### config.mk
export PLATFORM = sky130hd
export DESIGN_NAME = dpw_core
export DESIGN_NICKNAME = d
export VERILOG_FILES = /design/src/common/dpw_pkg.sv /design/src/hdl/dpw_core.sv
export VERILOG_INCLUDE_DIRS = /design/src /design/src/common
export SDC_FILE = /design/constraint.sdc
export NUM_CORES = 1
export LEC_CHECK = 0
export BUFFER_PORTS_ARGS = -buffer_cell sky130_fd_sc_hd__buf_2
export CORE_MARGIN = 2
export CORE_UTILIZATION = 35
export DETAILED_ROUTE_END_ITERATION = 6
export PLACE_DENSITY = 0.6
export SYNTH_ARGS = -nofsm -noshare
export SYNTH_HDL_FRONTEND = slang
export SYNTH_SLANG_ARGS = --single-unit
### constraint.sdc
create_clock -name clk_i -period 2.1 [get_ports clk_i]
set_clock_uncertainty 0.2 [all_clocks]
set_input_delay 0.42 -clock clk_i [delete_from_list [all_inputs] [get_ports clk_i]]
set_output_delay 0.42 -clock clk_i [all_outputs]
set_load 0.03 [all_outputs]
### src/common/dpw_params.svh
`ifndef DPW_PARAMS_SVH
`define DPW_PARAMS_SVH
// register byte offsets
`define DPW_CTL_OFS 4'h0
`define DPW_STS_OFS 4'h4
`define DPW_CFG_OFS 4'h8
// control word bit positions
`define DPW_CB_OFF1 0
`define DPW_CB_OFF2 1
`define DPW_CB_OFF3 2
`define DPW_CB_RESET 7
`define DPW_CB_JOG1 8
`define DPW_CB_JOG2 9
`define DPW_CB_VALID 10
`define DPW_CB_SLOW 11
`define DPW_CB_CATCH 12
// native pass-through mask: bits 03-07, 10, 13-15
`define DPW_NATIVE_MASK 16'he4f8
// config register fields and reset value
`define DPW_CFG_PROF 0
`define DPW_CFG_MIRROR 1
`define DPW_CFG_RELAY 2
`define DPW_CFG_RST 3'h1
// timing
`define DPW_CLK_KHZ 20000
`define DPW_MIRROR_MS 1
`define DPW_MIRROR_LIMIT_MS 10
`endif

### src/common/dpw_pkg.sv
package dpw_pkg;
  // message profile, encoded as setting 512: 0 bus profile, 1 native
  typedef enum logic {DPW_PROF_BUS, DPW_PROF_NATIVE} dpw_prof_t;
  typedef logic [15:0] dpw_word_t;
endpackage : dpw_pkg

### src/hdl/dpw_core.sv
// Notes on behaviour
// - native status bits 04 and 05 read zero
// - bit 06 shows locked trip
// - bit 07 shows any warning
// - bit 08 shows speed equals reference
// - bit 09 low under local stop/control
// - bit 10 low at frequency limit
// - bit 11 high on start or nonzero frequency
// - bit 13 shows DC voltage out of band
// - bit 14 shows current over limit
// - bit 15 shows thermal limit exceeded
// - mirror profile reports raw input levels
// - mirror inputs at bits 05,12-15
// - mirrored input visible within 10 ms
// - mirror profile needs fieldbus option fitted
// - bus profile decode only when profile 0
// - any of bits 00-02 low ramps stop
// - relay energised at zero after ramp stop
// - bits 00-02 all high permit start
// - bits 03-07,10,13-15 keep native meaning
// - bits 08/09 select bus jog 1/2
// - bit 11 slows, bit 12 catches up
// - status bit 00 needs ready and ON bits
// - status 04/05 invert control 01/02
// - start-disable bit 06 set and cleared
// - control word ignored unless bit 10 set
`include "dpw_params.svh"
`timescale 1ns/1ps
`default_nettype none
module dpw_core
  import dpw_pkg::*;
#(
  parameter int MIRROR_CYC = `DPW_MIRROR_MS * `DPW_CLK_KHZ
)(
  input wire logic clk_i,
  input wire logic rst_i,
  input wire logic [3:0] s_axi_awaddr_i,
  input wire logic s_axi_awvalid_i,
  output logic s_axi_awready_o,
  input wire logic [31:0] s_axi_wdata_i,
  input wire logic [3:0] s_axi_wstrb_i,
  input wire logic s_axi_wvalid_i,
  output logic s_axi_wready_o,
  output logic [1:0] s_axi_bresp_o,
  output logic s_axi_bvalid_o,
  input wire logic s_axi_bready_i,
  input wire logic [3:0] s_axi_araddr_i,
  input wire logic s_axi_arvalid_i,
  output logic s_axi_arready_o,
  output logic [31:0] s_axi_rdata_o,
  output logic [1:0] s_axi_rresp_o,
  output logic s_axi_rvalid_o,
  input wire logic s_axi_rready_i,
  input wire logic ctrl_ready_i,
  input wire logic drive_ready_i,
  input wire logic coast_ok_i,
  input wire logic trip_i,
  input wire logic trip_lock_i,
  input wire logic warn_i,
  input wire logic speed_eq_i,
  input wire logic local_stop_i,
  input wire logic local_sel_i,
  input wire logic freq_at_lim_i,
  input wire logic start_cmd_i,
  input wire logic freq_nz_i,
  input wire logic dc_bad_i,
  input wire logic cur_over_i,
  input wire logic therm_i,
  input wire logic trip_reset_i,
  input wire logic fb_fitted_i,
  input wire logic [4:0] din_i,
  output logic [15:0] cmd_word_o,
  output logic ramp_stop_o,
  output logic start_ok_o,
  output logic jog1_o,
  output logic jog2_o,
  output logic ref_dn_o,
  output logic ref_up_o,
  output logic relay_o,
  output logic [15:0] status_o
);
  localparam int TICK_W = 15;
  localparam logic [TICK_W-1:0] TICK_LAST = TICK_W'(MIRROR_CYC - 1);
  localparam int LIMIT_CYC = `DPW_MIRROR_LIMIT_MS * `DPW_CLK_KHZ;

  dpw_word_t ctl_q;
  dpw_word_t cmd_q;
  logic [2:0] cfg_q;
  logic aw_hold_q;
  logic w_hold_q;
  logic [3:0] awaddr_q;
  logic [31:0] wdata_q;
  logic [3:0] wstrb_q;
  logic [TICK_W-1:0] tick_q;
  logic [4:0] din_q;
  logic start_dis_q;
  logic cmd_new_q;
  dpw_word_t wr_word;
  dpw_word_t sts_d;
  dpw_prof_t prof;
  logic wr_go;
  logic ctl_we;
  logic cfg_we;
  logic mir_on;
  logic bus_on;
  logic on_all;
  logic tick;

  // write address and data are caught separately, in either order
  assign wr_go = aw_hold_q && w_hold_q && !s_axi_bvalid_o;
  assign ctl_we = wr_go && awaddr_q == `DPW_CTL_OFS;
  assign cfg_we = wr_go && awaddr_q == `DPW_CFG_OFS;
  assign wr_word = {wstrb_q[1] ? wdata_q[15:8] : ctl_q[15:8],
                    wstrb_q[0] ? wdata_q[7:0] : ctl_q[7:0]};
  assign prof = dpw_prof_t'(cfg_q[`DPW_CFG_PROF]);
  assign bus_on = prof == DPW_PROF_BUS;
  assign mir_on = cfg_q[`DPW_CFG_MIRROR] && fb_fitted_i;
  assign on_all = cmd_q[`DPW_CB_OFF1] && cmd_q[`DPW_CB_OFF2] && cmd_q[`DPW_CB_OFF3];

  // write channel acceptance
  always_ff @(posedge clk_i)
  begin
    if (rst_i)
    begin
      aw_hold_q <= 1'b0;
      w_hold_q <= 1'b0;
      awaddr_q <= 4'h0;
      wdata_q <= 32'h0;
      wstrb_q <= 4'h0;
    end
    else
    begin
      if (s_axi_awvalid_i && s_axi_awready_o)
      begin
        aw_hold_q <= 1'b1;
        awaddr_q <= s_axi_awaddr_i;
      end
      if (s_axi_wvalid_i && s_axi_wready_o)
      begin
        w_hold_q <= 1'b1;
        wdata_q <= s_axi_wdata_i;
        wstrb_q <= s_axi_wstrb_i;
      end
      if (wr_go)
      begin
        aw_hold_q <= 1'b0;
        w_hold_q <= 1'b0;
      end
    end
  end

  // ready drops while a beat is held so nothing is overwritten
  always_ff @(posedge clk_i)
  begin
    if (rst_i)
    begin
      s_axi_awready_o <= 1'b0;
      s_axi_wready_o <= 1'b0;
    end
    else
    begin
      s_axi_awready_o <= !aw_hold_q && !(s_axi_awvalid_i && s_axi_awready_o);
      s_axi_wready_o <= !w_hold_q && !(s_axi_wvalid_i && s_axi_wready_o);
    end
  end

  // write response; unmapped or read-only offsets answer slverr
  always_ff @(posedge clk_i)
  begin
    if (rst_i)
    begin
      s_axi_bvalid_o <= 1'b0;
      s_axi_bresp_o <= 2'b00;
    end
    else if (wr_go)
    begin
      s_axi_bvalid_o <= 1'b1;
      s_axi_bresp_o <= (ctl_we || cfg_we) ? 2'b00 : 2'b10;
    end
    else if (s_axi_bready_i)
    begin
      s_axi_bvalid_o <= 1'b0;
    end
  end

  // raw control word and profile settings
  always_ff @(posedge clk_i)
  begin
    if (rst_i)
    begin
      ctl_q <= 16'h0000;
      cfg_q <= `DPW_CFG_RST;
    end
    else
    begin
      if (ctl_we)
        ctl_q <= wr_word;
      if (cfg_we && wstrb_q[0])
        cfg_q <= wdata_q[2:0];
    end
  end

  // only words flagged valid reach the drive
  always_ff @(posedge clk_i)
  begin
    if (rst_i)
      cmd_q <= 16'h0000;
    else if (ctl_we && wr_word[`DPW_CB_VALID])
      cmd_q <= wr_word;
  end

  // read channel, one cycle after the address is taken
  always_ff @(posedge clk_i)
  begin
    if (rst_i)
    begin
      s_axi_arready_o <= 1'b0;
      s_axi_rvalid_o <= 1'b0;
      s_axi_rdata_o <= 32'h0;
      s_axi_rresp_o <= 2'b00;
    end
    else
    begin
      s_axi_arready_o <= !s_axi_rvalid_o && !(s_axi_arvalid_i && s_axi_arready_o);
      if (s_axi_arvalid_i && s_axi_arready_o)
      begin
        s_axi_rvalid_o <= 1'b1;
        s_axi_rresp_o <= 2'b00;
        case (s_axi_araddr_i)
          `DPW_CTL_OFS: s_axi_rdata_o <= {16'h0000, ctl_q};
          `DPW_STS_OFS: s_axi_rdata_o <= {16'h0000, status_o};
          `DPW_CFG_OFS: s_axi_rdata_o <= {29'h0, cfg_q};
          default:
          begin
            s_axi_rdata_o <= 32'h0;
            s_axi_rresp_o <= 2'b10;
          end
        endcase
      end
      else if (s_axi_rready_i)
      begin
        s_axi_rvalid_o <= 1'b0;
      end
    end
  end

  // 1 ms sampling tick keeps the mirror lag far inside its bound
  assign tick = tick_q == TICK_LAST;
  always_ff @(posedge clk_i)
  begin
    if (rst_i || tick)
      tick_q <= '0;
    else
      tick_q <= tick_q + 1'b1;
  end

  // raw input levels, not their assigned functions
  always_ff @(posedge clk_i)
  begin
    if (rst_i)
      din_q <= 5'h00;
    else if (tick)
      din_q <= din_i;
  end

  // start-disable: raised on trip reset, off2/off3, power-up
  always_ff @(posedge clk_i)
  begin
    if (rst_i)
    begin
      start_dis_q <= 1'b1;
      cmd_new_q <= 1'b0;
    end
    else
    begin
      // clear only on a fresh word, so a held off1 word cannot undo a trip reset
      cmd_new_q <= ctl_we && wr_word[`DPW_CB_VALID];
      if (trip_reset_i || !cmd_q[`DPW_CB_OFF2] || !cmd_q[`DPW_CB_OFF3])
        start_dis_q <= 1'b1;
      else if (cmd_new_q && !cmd_q[`DPW_CB_OFF1] && cmd_q[`DPW_CB_VALID])
        start_dis_q <= 1'b0;
    end
  end

  // status word assembly
  always_comb
  begin
    sts_d = 16'h0000;
    sts_d[0] = ctrl_ready_i;
    sts_d[1] = drive_ready_i;
    sts_d[2] = coast_ok_i;
    sts_d[3] = trip_i;
    sts_d[5:4] = 2'b00;
    sts_d[6] = trip_lock_i;
    sts_d[7] = warn_i;
    sts_d[8] = speed_eq_i;
    sts_d[9] = !(local_stop_i || local_sel_i);
    sts_d[10] = !freq_at_lim_i;
    sts_d[11] = start_cmd_i || freq_nz_i;
    sts_d[13] = dc_bad_i;
    sts_d[14] = cur_over_i;
    sts_d[15] = therm_i;
    if (mir_on)
    begin
      sts_d[5] = din_q[0];
      sts_d[15:12] = din_q[4:1];
    end
    else if (bus_on)
    begin
      sts_d[0] = ctrl_ready_i && on_all;
      sts_d[4] = !cmd_q[`DPW_CB_OFF2];
      sts_d[5] = !cmd_q[`DPW_CB_OFF3];
      sts_d[6] = start_dis_q;
    end
  end

  always_ff @(posedge clk_i)
  begin
    if (rst_i)
      status_o <= 16'h0000;
    else
      status_o <= sts_d;
  end

  // decoded bus-profile commands; native bits pass through
  always_ff @(posedge clk_i)
  begin
    if (rst_i)
    begin
      cmd_word_o <= 16'h0000;
      ramp_stop_o <= 1'b0;
      start_ok_o <= 1'b0;
      jog1_o <= 1'b0;
      jog2_o <= 1'b0;
      ref_dn_o <= 1'b0;
      ref_up_o <= 1'b0;
    end
    else
    begin
      // outside the bus profile the whole word passes through undecoded and the decoded outputs stay low
      cmd_word_o <= bus_on ? (cmd_q & `DPW_NATIVE_MASK) : cmd_q;
      ramp_stop_o <= bus_on && !on_all;
      start_ok_o <= bus_on && on_all;
      jog1_o <= bus_on && cmd_q[`DPW_CB_JOG1];
      jog2_o <= bus_on && cmd_q[`DPW_CB_JOG2] && !cmd_q[`DPW_CB_JOG1];
      ref_dn_o <= bus_on && cmd_q[`DPW_CB_SLOW];
      ref_up_o <= bus_on && cmd_q[`DPW_CB_CATCH] && !cmd_q[`DPW_CB_SLOW];
    end
  end

  // relay closes at standstill after a ramped stop, opens on restart
  always_ff @(posedge clk_i)
  begin
    if (rst_i)
      relay_o <= 1'b0;
    else if (!bus_on || !cfg_q[`DPW_CFG_RELAY] || on_all)
      relay_o <= 1'b0;
    else if (!freq_nz_i)
      relay_o <= 1'b1;
  end
endmodule : dpw_core
`default_nettype wire

==> impl_metrics.py, run 1 <==
metrics = {
    "placement": {
        "dp_cells": 852,
        "hpwl_mm": 9.45,
        "gp_congestion": 0.764,
        "numPortBuffers": 116,
    },
    "timing": {
        "setup_viol": 0,
        "post-route-period-util_pct": 98.8,
        "whs_ns": 0.0157,
        "slew_violations": 0,
        "finalHoldViolations": 0,
        "fin_tns_setup_ns": 0,
        "fin_crit_ns": 2.07,
        "max_freq_mhz": 482,
        "grt_setup_unrepaired": "yes",
    },
    "power": {
        "p_sw_mw": 1.39,
        "intPower_mw": 4.72,
        "power_frac_comb_pct": 6.1,
        "p_per_area_mw_per_mm2": 907,
        "swShare_pct": 22.8,
        "pwr-share-seq_pct": 45.9,
        "ir_drop_uv": 565,
        "leakage_nw": 2.91,
        "pwr-share-clk_pct": 48.0,
    },
    "final_layout": {
        "multi_input_area_sq_mm": 0.00224,
        "diodes": 0,
        "drive_gt1_share_pct": 25.1,
        "nFillCells": 1493,
        "stdcell_count": 886,
        "layout_commonest_cell": "dfxtp_1",
        "final-seq-area_sq_mm": 0.00286,
        "nets": 765,
        "most-common-layout-cells": "dfxtp_1 (142), buf_2 (115), nand2_1 (69)",
        "area_growth_pct": 27.2,
    },
    "routing": {
        "post_drt_wl_per_cell_um": 14.7,
        "ant_nets": 0,
        "drt_wl_total_mm": 13.0,
        "drtIter0Drc": 230,
        "dr.pass1.iters": 6,
        "dr_total_vias": 4214,
        "route.detailed.drc": 0,
        "via_per_inst": 4.76,
    },
    "worst_setup_path": {
        "crit_fanout": 7,
        "worstPathArrival_ns": 2.18,
        "endpoint_kind": "flop",
        "required_ns": 2.20,
        "cp-startpoint": "tick_q[5]",
        "r2r_start": "tick_q[5]",
        "start_kind": "flop",
        "path_class": "flop to flop",
    },
    "hold_path": {
        "worstHoldPathType": "input port to flop",
        "min_from": "trip_i",
    },
    "yosys": {
        "synthArstFlopShare_pct": 0,
        "syn-cell-area_sq_mm": 0.00530,
        "synth_cell_type_count": 40,
        "ys_ff_latch": 143,
        "syn_inst": 563,
        "synth.avg_cell_area_sq_um": 9.41,
        "synth-edff-count": 0,
        "ys_seq_area_share_pct": 54.1,
        "synth_ff_type": "dfxtp_1",
        "yosysWarnings": 0,
    },
    "job": {
        "maxCapViolCount": 0,
    },
    "global_route": {
        "grtUsageTotal_pct": 16.1,
        "grt_pass1_wl_mm": 20.1,
        "grt_pass1_vias": 4038,
        "grt_overflow": 0,
        "grt_antenna_before_repair": 0,
        "grt_max_degree": 48,
    },
    "cts": {
        "cts_tree": "built",
        "clkLatencyLatePin_ns": 0.42,
        "ctsRootBufferMaster": "clkbuf_16",
        "cts_buffers": 17,
        "path_clk_slew_ns": 0.06,
        "cts_buffer_depth": 2,
        "clock_sinks": 143,
        "cts-htree-levels": 4,
    },
    "outcome": {
        "outcome": "finished clean",
    },
    "floorplanning": {
        "fp.dieW_um": 127,
        "core_sq_mm": 0.0146,
        "die_y_um": 127,
        "num_rows": 44,
        "initial_core_util_pct": 36.2,
        "dieArea_sq_mm": 0.0161,
        "ios": 153,
    },
}
metal layers:
layer  global-route usage (%)  vias to the layer above  share of wire (%)
met1                     19.8                     1953                 46
li1                         -                     2131                  -
met5                        0                        -                  0
met4                     6.85                        0                1.8
met2                     26.7                      112                 48
met3                     4.48                       18                4.8
power by group through the flow:
stage,combinational (mW),sequential [mW],clock (mW)
finish,0.370,2.81,2.93
floorplan,0.208,2.90,0
global route,0.400,2.81,3.10
detailed placement,0.365,2.87,0
global placement,0.358,2.86,0
CTS,0.371,2.81,2.99
worst paths after layout:
| path | endpoint | slack [ns] | cells after the start |
|---|---|---|---|
| min | status_o[3] | 0.02 | 2 |
| max | din_q[4] | 0.03 | 5 |
| max reg2reg | din_q[4] | 0.03 | 5 |
| min reg2reg | s_axi_rdata_o[15] | 0.25 | 2 |
critical path, stage by stage (launching register included):
cell	delay, ns
dfxtp_2	0.32
or4b_4	0.52
or4_4	0.54
buf_12	0.17
mux2i_2	0.17
nor2_1	0.06
cells in the mapped netlist, types with 9 or more instances:
| library cell | number | share of area [%] |
|---|---|---|
| xnor2_1 | 12 | 2.0 |
| nand3_1 | 12 | 1.1 |
| o21ai_0 | 17 | 1.6 |
| and2_1 | 12 | 1.4 |
| nor2b_1 | 17 | 2.0 |
| buf_4 | 18 | 2.6 |
| nand2_1 | 69 | 4.9 |
| a22oi_1 | 16 | 2.3 |
| nor3_1 | 10 | 0.95 |
| nor2_1 | 62 | 4.4 |
| a21oi_1 | 42 | 4.0 |
| mux2i_1 | 40 | 7.6 |
| clkbuf_1 | 24 | 1.7 |
| dfxtp_1 | 143 | 54 |
| a211oi_1 | 9 | 1.3 |
cell families (layout without fill, tap and decap cells):
group	after synthesis	after routing	synth area share, %
adders and majority gates	1	1	0.236
other	1	18	0.0708
muxes	41	41	7.77
AOI/OAI and AO/OA	97	97	11.2
DFF	143	143	54.1
xor gates and xnor gates	13	13	2.15
and+or+nand+nor	212	213	18.9
buffers and inverters	55	176	5.62
through the flow:
| stage | worst slack [ns] | total power, mW | cell area (sq um) | utilization, % |
|---|---|---|---|---|
| 2_1_floorplan | 0.0775 | 3.11 | 5360 | - |
| 3_3_place_gp | 0.0127 | 3.22 | 6090 | 41.6 |
| 3_5_place_dp | 0.00154 | 3.23 | 6090 | 41.6 |
| 4_1_cts | 0.0118 | 6.17 | 6710 | 45.8 |
| 5_1_grt | -0.0431 | 6.31 | 6740 | 46.0 |
| 6_report | 0.0257 | 6.11 | 6740 | 46.0 |
final cells by class:
cell class	count	area share (%)
Timing Repair Buffer	139	11.9
Inverter	7	0.390
Clock buffer	21	6.98
Sequential cell	143	42.5
Multi-Input combinational cell	383	33.2
Clock inverter	9	1.63
Tap cell	184	3.42
registers in the layout (all words and copies together) (netlist names), 2 cells and up:
register       cells
din_q              5
s_axi_rdata_o     16
wdata_q           16
wstrb_q            2
cfg_q              3
cmd_word_o        16
status_o          16
ctl_q             16
tick_q            15
cmd_q             16
awaddr_q           4
timing repair:
action | in CTS | in global routing
cloned | 1 | 0
hold endpoints to repair | 2 | 0
pin swaps | 0 | 2
endpoints found under the setup margin | 13 | 12
hold buffers | 3 | 0
resized for setup | 1 | 7
setup buffers | 0 | 0
Note: power is estimated with default switching activity, not from simulation.
==> run 2: changes to the inputs <==
REMOVE_ABC_BUFFERS = 1   (was default)
==> impl_metrics.py, run 2 (synthesis gave the netlist of run 1 again) <==
metrics = {
    "hold_path": {
        "worstHoldPathType": "input port to flop",
    },
    "global_route": {
        "grt_pass1_wl_mm": 20.9,
        "grt_pass1_vias": 4049,
        "grtUsageTotal_pct": 16.7,
        "grt_overflow": 0,
        "grt_antenna_before_repair": 0,
        "grt_max_degree": 46,
    },
    "final_layout": {
        "most-common-layout-cells": "dfxtp_1 (140), buf_2 (115), nand2_1 (69)",
        "final-seq-area_sq_mm": 0.00287,
        "area_growth_pct": 27.7,
        "multi_input_area_sq_mm": 0.00223,
        "fin_util_pct": 46.2,
        "final_area_sq_mm": 0.00676,
        "nFillCells": 1420,
        "layout_commonest_cell": "dfxtp_1",
        "drive_gt1_share_pct": 25.7,
        "stdcell_count": 893,
        "nets": 770,
    },
    "worst_setup_path": {
        "endpoint_kind": "flop",
        "r2r_setup_slack_ns": 0.03,
        "required_ns": 2.20,
        "start_kind": "flop",
        "cp_num_buf_inv": 1,
        "crit_family": "simple AND/OR/NAND/NOR gates",
        "crit_chain": "or4b_4 -> or4_4 -> buf_8 -> nand2b_2 -> nor2_1",
        "crit_fanout": 7,
        "slowest_delay_ns": 0.53,
        "crit_path_top_delay_cell": "or4b_4",
        "path_class": "flop to flop",
        "worstPathArrival_ns": 2.18,
    },
    "floorplanning": {
        "initial_core_util_pct": 36.2,
        "fp.dieW_um": 127,
        "dieArea_sq_mm": 0.0161,
        "die_y_um": 127,
        "ios": 153,
        "num_rows": 44,
        "core_sq_mm": 0.0146,
    },
    "placement": {
        "gp_congestion": 0.775,
        "dpl-instance-area_sq_mm": 0.00611,
        "post-place-ws_ns": -0.0163,
        "hpwl_mm": 9.16,
        "dp_cells": 855,
        "numPortBuffers": 116,
    },
    "routing": {
        "drt_wl_total_mm": 13.0,
        "route.detailed.drc": 0,
        "dr.pass1.iters": 4,
        "drtIter0Drc": 216,
        "dr_total_vias": 4187,
        "ant_nets": 0,
        "via_per_inst": 4.69,
        "post_drt_wl_per_cell_um": 14.5,
    },
    "power": {
        "pwr-share-clk_pct": 47.4,
        "p_sw_mw": 1.35,
        "power_frac_comb_pct": 6.1,
        "pwr-share-seq_pct": 46.5,
        "leakage_nw": 2.94,
        "intPower_mw": 4.70,
        "p_total_mw": 6.05,
        "p_per_area_mw_per_mm2": 894,
        "swShare_pct": 22.3,
        "ir_drop_uv": 566,
    },
    "timing": {
        "worst_slack_ns": 0.0281,
        "whs_ns": 0.0191,
        "grt_setup_unrepaired": "yes",
        "tightest_slew_ns": 0.829,
        "fin_crit_ns": 2.07,
        "slew_violations": 0,
        "fin_tns_setup_ns": 0,
        "max_slew_margin_pct": 44.8,
        "finalHoldViolations": 0,
        "post-route-period-util_pct": 98.7,
        "max_freq_mhz": 483,
        "setup_viol": 0,
    },
    "cts": {
        "cts_buffer_depth": 2,
        "cts-htree-levels": 4,
        "clkLatencyLatePin_ns": 0.42,
        "ctsRootBufferMaster": "clkbuf_16",
        "cts_buffers": 17,
        "clock_sinks": 143,
        "path_clk_slew_ns": 0.06,
        "cts_tree": "built",
    },
    "outcome": {
        "outcome": "finished clean",
    },
    "job": {
        "maxCapViolCount": 0,
    },
}
==> run 2: cell count changes in the layout (fill, tap and decap cells not counted), sizes merged <==
cell	before	now
clkbuf	21	25
buf	136	140
diode	0	1
dlygate4sd3	3	4
clkinv	3	5
bufinv	2	1
inv	8	7
clkinvlp	3	0
==> run 2: final timing paths <==
path | startpoint | endpoint | cells past startpoint
setup / recovery | tick_q[6] | tick_q[11] | 5
hold / removal | speed_eq_i | status_o[8] | 2
setup reg to reg | tick_q[6] | tick_q[11] | 5
hold reg to reg | s_axi_rvalid_o | s_axi_arready_o | 1
==> run 2: power by group through the flow <==
stage	logic [mW]	clock network [mW]	registers, mW
after floorplan	0.143	0	2.90
after global routing	0.404	3.05	2.82
final	0.370	2.87	2.81
after CTS	0.372	2.92	2.81
after global placement	0.361	0	2.86
after detailed placement	0.365	0	2.87
==> run 2: timing repair <==
| action | in CTS | in global routing |
|---|---|---|
| gates resized for setup | 1 | 7 |
| pin swaps | 0 | 3 |
| setup buffers | 0 | 1 |
| hold buffers | 4 | 0 |
| hold endpoints to repair | 3 | 0 |
| cloned | 1 | 0 |
| setup endpoints to repair | 14 | 19 |
==> run 2: final cells by class <==
class | instances | share of cell area, %
repair buffers | 144 | 12.4
inverters | 7 | 0.389
diodes | 1 | 0.0370
flip-flops and latches | 143 | 42.4
clock inverters | 6 | 0.814
well taps | 184 | 3.40
multi-input cells | 383 | 33.0
clock buffers | 25 | 7.62
==> run 2: metal layers <==
metal  global-route usage [%]  up-vias  share of wire [%]
li1                         -     2146                  -
met1                     21.5     1926                 47
met2                     27.0      109                 47
met3                     5.07        6                4.8
met4                     5.43        0               0.94
met5                        0        -                  0
==> run 3: changes to the inputs <==
BUFFER_PORTS_ARGS = -buffer_cell sky130_fd_sc_hd__buf_4   (was -buffer_cell sky130_fd_sc_hd__buf_2)
CTS_BUF_LIST = sky130_fd_sc_hd__clkbuf_4 sky130_fd_sc_hd__clkbuf_8   (was default)
==> impl_metrics.py, run 3 (synthesis gave the netlist of run 1 again) <==
metrics = {
    "cts": {
        "cts-htree-levels": 4,
        "cts_buffers": 17,
        "cts_buffer_depth": 2,
        "post_cts_buffers": 0,
        "cts_tree": "built",
        "clkLatencyLatePin_ns": 0.44,
        "clock_sinks": 143,
        "ctsRootBufferMaster": "clkbuf_8",
        "path_clk_slew_ns": 0.07,
    },
    "power": {
        "ir_drop_uv": 381,
        "swShare_pct": 23.0,
        "leakage_nw": 2.93,
        "pwr-share-clk_pct": 40.5,
        "intPower_mw": 4.18,
        "p_sw_mw": 1.25,
        "power_frac_comb_pct": 7.8,
        "pwr-share-seq_pct": 51.7,
        "p_per_area_mw_per_mm2": 784,
    },
    "final_layout": {
        "diodes": 0,
        "final_area_sq_mm": 0.00693,
        "most-common-layout-cells": "dfxtp_1 (143), buf_4 (134), nand2_1 (69)",
        "final-seq-area_sq_mm": 0.00286,
        "drive_gt1_share_pct": 24.5,
        "nFillCells": 1432,
        "multi_input_area_sq_mm": 0.00222,
        "layout_commonest_cell": "dfxtp_1",
        "nets": 775,
        "area_growth_pct": 30.8,
    },
    "routing": {
        "route.detailed.drc": 0,
        "dr.pass1.iters": 5,
        "ant_nets": 0,
        "drt_wl_total_mm": 13.1,
        "drtIter0Drc": 196,
        "via_per_inst": 4.74,
        "dr_total_vias": 4255,
        "post_drt_wl_per_cell_um": 14.6,
    },
    "hold_path": {
        "worstHoldPathType": "input port to flop",
        "min_from": "din_i[2]",
    },
    "timing": {
        "fin_tns_setup_ns": 0,
        "max_freq_mhz": 490,
        "tightest_slew_ns": 0.802,
        "post-route-period-util_pct": 97.2,
        "setup_viol": 0,
        "fin_crit_ns": 2.04,
        "grt_setup_unrepaired": "no",
        "max_slew_margin_pct": 46.6,
        "finalHoldViolations": 0,
        "slew_violations": 0,
    },
    "global_route": {
        "grt_max_degree": 36,
        "grt_overflow": 0,
        "grt_antenna_before_repair": 0,
        "grt_pass1_wl_mm": 20.6,
        "grt_pass1_vias": 4154,
        "grtUsageTotal_pct": 16.5,
    },
    "placement": {
        "numPortBuffers": 116,
        "gp_congestion": 0.760,
        "dpl-instance-area_sq_mm": 0.00638,
        "hpwl_mm": 9.31,
    },
    "floorplanning": {
        "core_sq_mm": 0.0146,
        "num_rows": 44,
        "dieArea_sq_mm": 0.0161,
        "die_y_um": 127,
        "initial_core_util_pct": 36.2,
        "fp.dieW_um": 127,
        "ios": 153,
    },
    "worst_setup_path": {
        "endpoint_kind": "flop",
        "path_class": "flop to flop",
        "r2r_start": "tick_q[13]",
        "start_kind": "flop",
        "crit_fanout": 7,
        "required_ns": 2.23,
        "cp-startpoint": "tick_q[13]",
        "worstPathArrival_ns": 2.17,
        "r2r_setup_slack_ns": 0.06,
    },
    "outcome": {
        "outcome": "finished clean",
    },
    "job": {
        "maxCapViolCount": 0,
    },
}
[run 3: cell types whose count changed in the layout (fill, tap and decap cells not counted), sizes merged]
| cell | delta |
|---|---|
| dlygate4sd3 | +8 |
| buf | -3 |
| bufinv | +1 |
| clkinv | -1 |
| diode | -1 |
[run 3: final timing paths]
check             depth (start not counted)           to
setup / recovery                          5     din_q[3]
hold / removal                            3     din_q[2]
setup reg to reg                          5     din_q[3]
hold reg to reg                           1  start_dis_q
[run 3: metal layers]
| layer | global-route usage (%) | vias up | part of all wire (%) |
|---|---|---|---|
| met4 | 5.43 | 0 | 1.1 |
| li1 | - | 2154 | - |
| met1 | 20.6 | 1974 | 45 |
| met2 | 27.5 | 116 | 48 |
| met3 | 4.82 | 11 | 5.9 |
| met5 | 0 | - | 0 |
[run 3: layout make-up]
class | instances | share of cell area (%)
clock buffers | 25 | 4.70
clock inverters | 6 | 1.16
inverters | 7 | 0.379
multi-input cells | 383 | 32.1
flip-flops and latches | 143 | 41.3
well taps | 184 | 3.32
repair buffers | 149 | 17.0
[run 3: worst max-delay path, cell delays in order (launching register included)]
cell     delay (ns)
dfxtp_1        0.31
or4b_1         0.52
or4_1          0.53
buf_6          0.17
mux2i_1        0.15
nor2_1         0.05
[run 3: through the flow]
stage,utilization (%),hold slack (ns),total power [mW],setup WS (ns),instances
floorplan,-,0.206,3.05,-0.131,532
global placement,43.6,0.231,3.27,0.0367,853
detailed placement,43.6,0.235,3.27,0.0211,853
CTS,47.2,0.00477,5.48,0.00761,896
global route,47.3,0.00617,5.64,0.0105,897
finish,47.3,0.0253,5.43,0.0598,897
[run 3: timing repair]
action                                  CTS  global route
hold buffers                             12             0
resized for setup                         0             2
hold endpoints to repair                 10             0
endpoints found under the setup margin    0            14
[run 3: power by group through the flow]
stage | logic, mW | registers, mW | clock network (mW)
6_report | 0.422 | 2.81 | 2.20
5_1_grt | 0.454 | 2.81 | 2.37
4_1_cts | 0.422 | 2.81 | 2.25
3_5_place_dp | 0.404 | 2.87 | 0
3_3_place_gp | 0.400 | 2.87 | 0
2_1_floorplan | 0.143 | 2.90 | 0
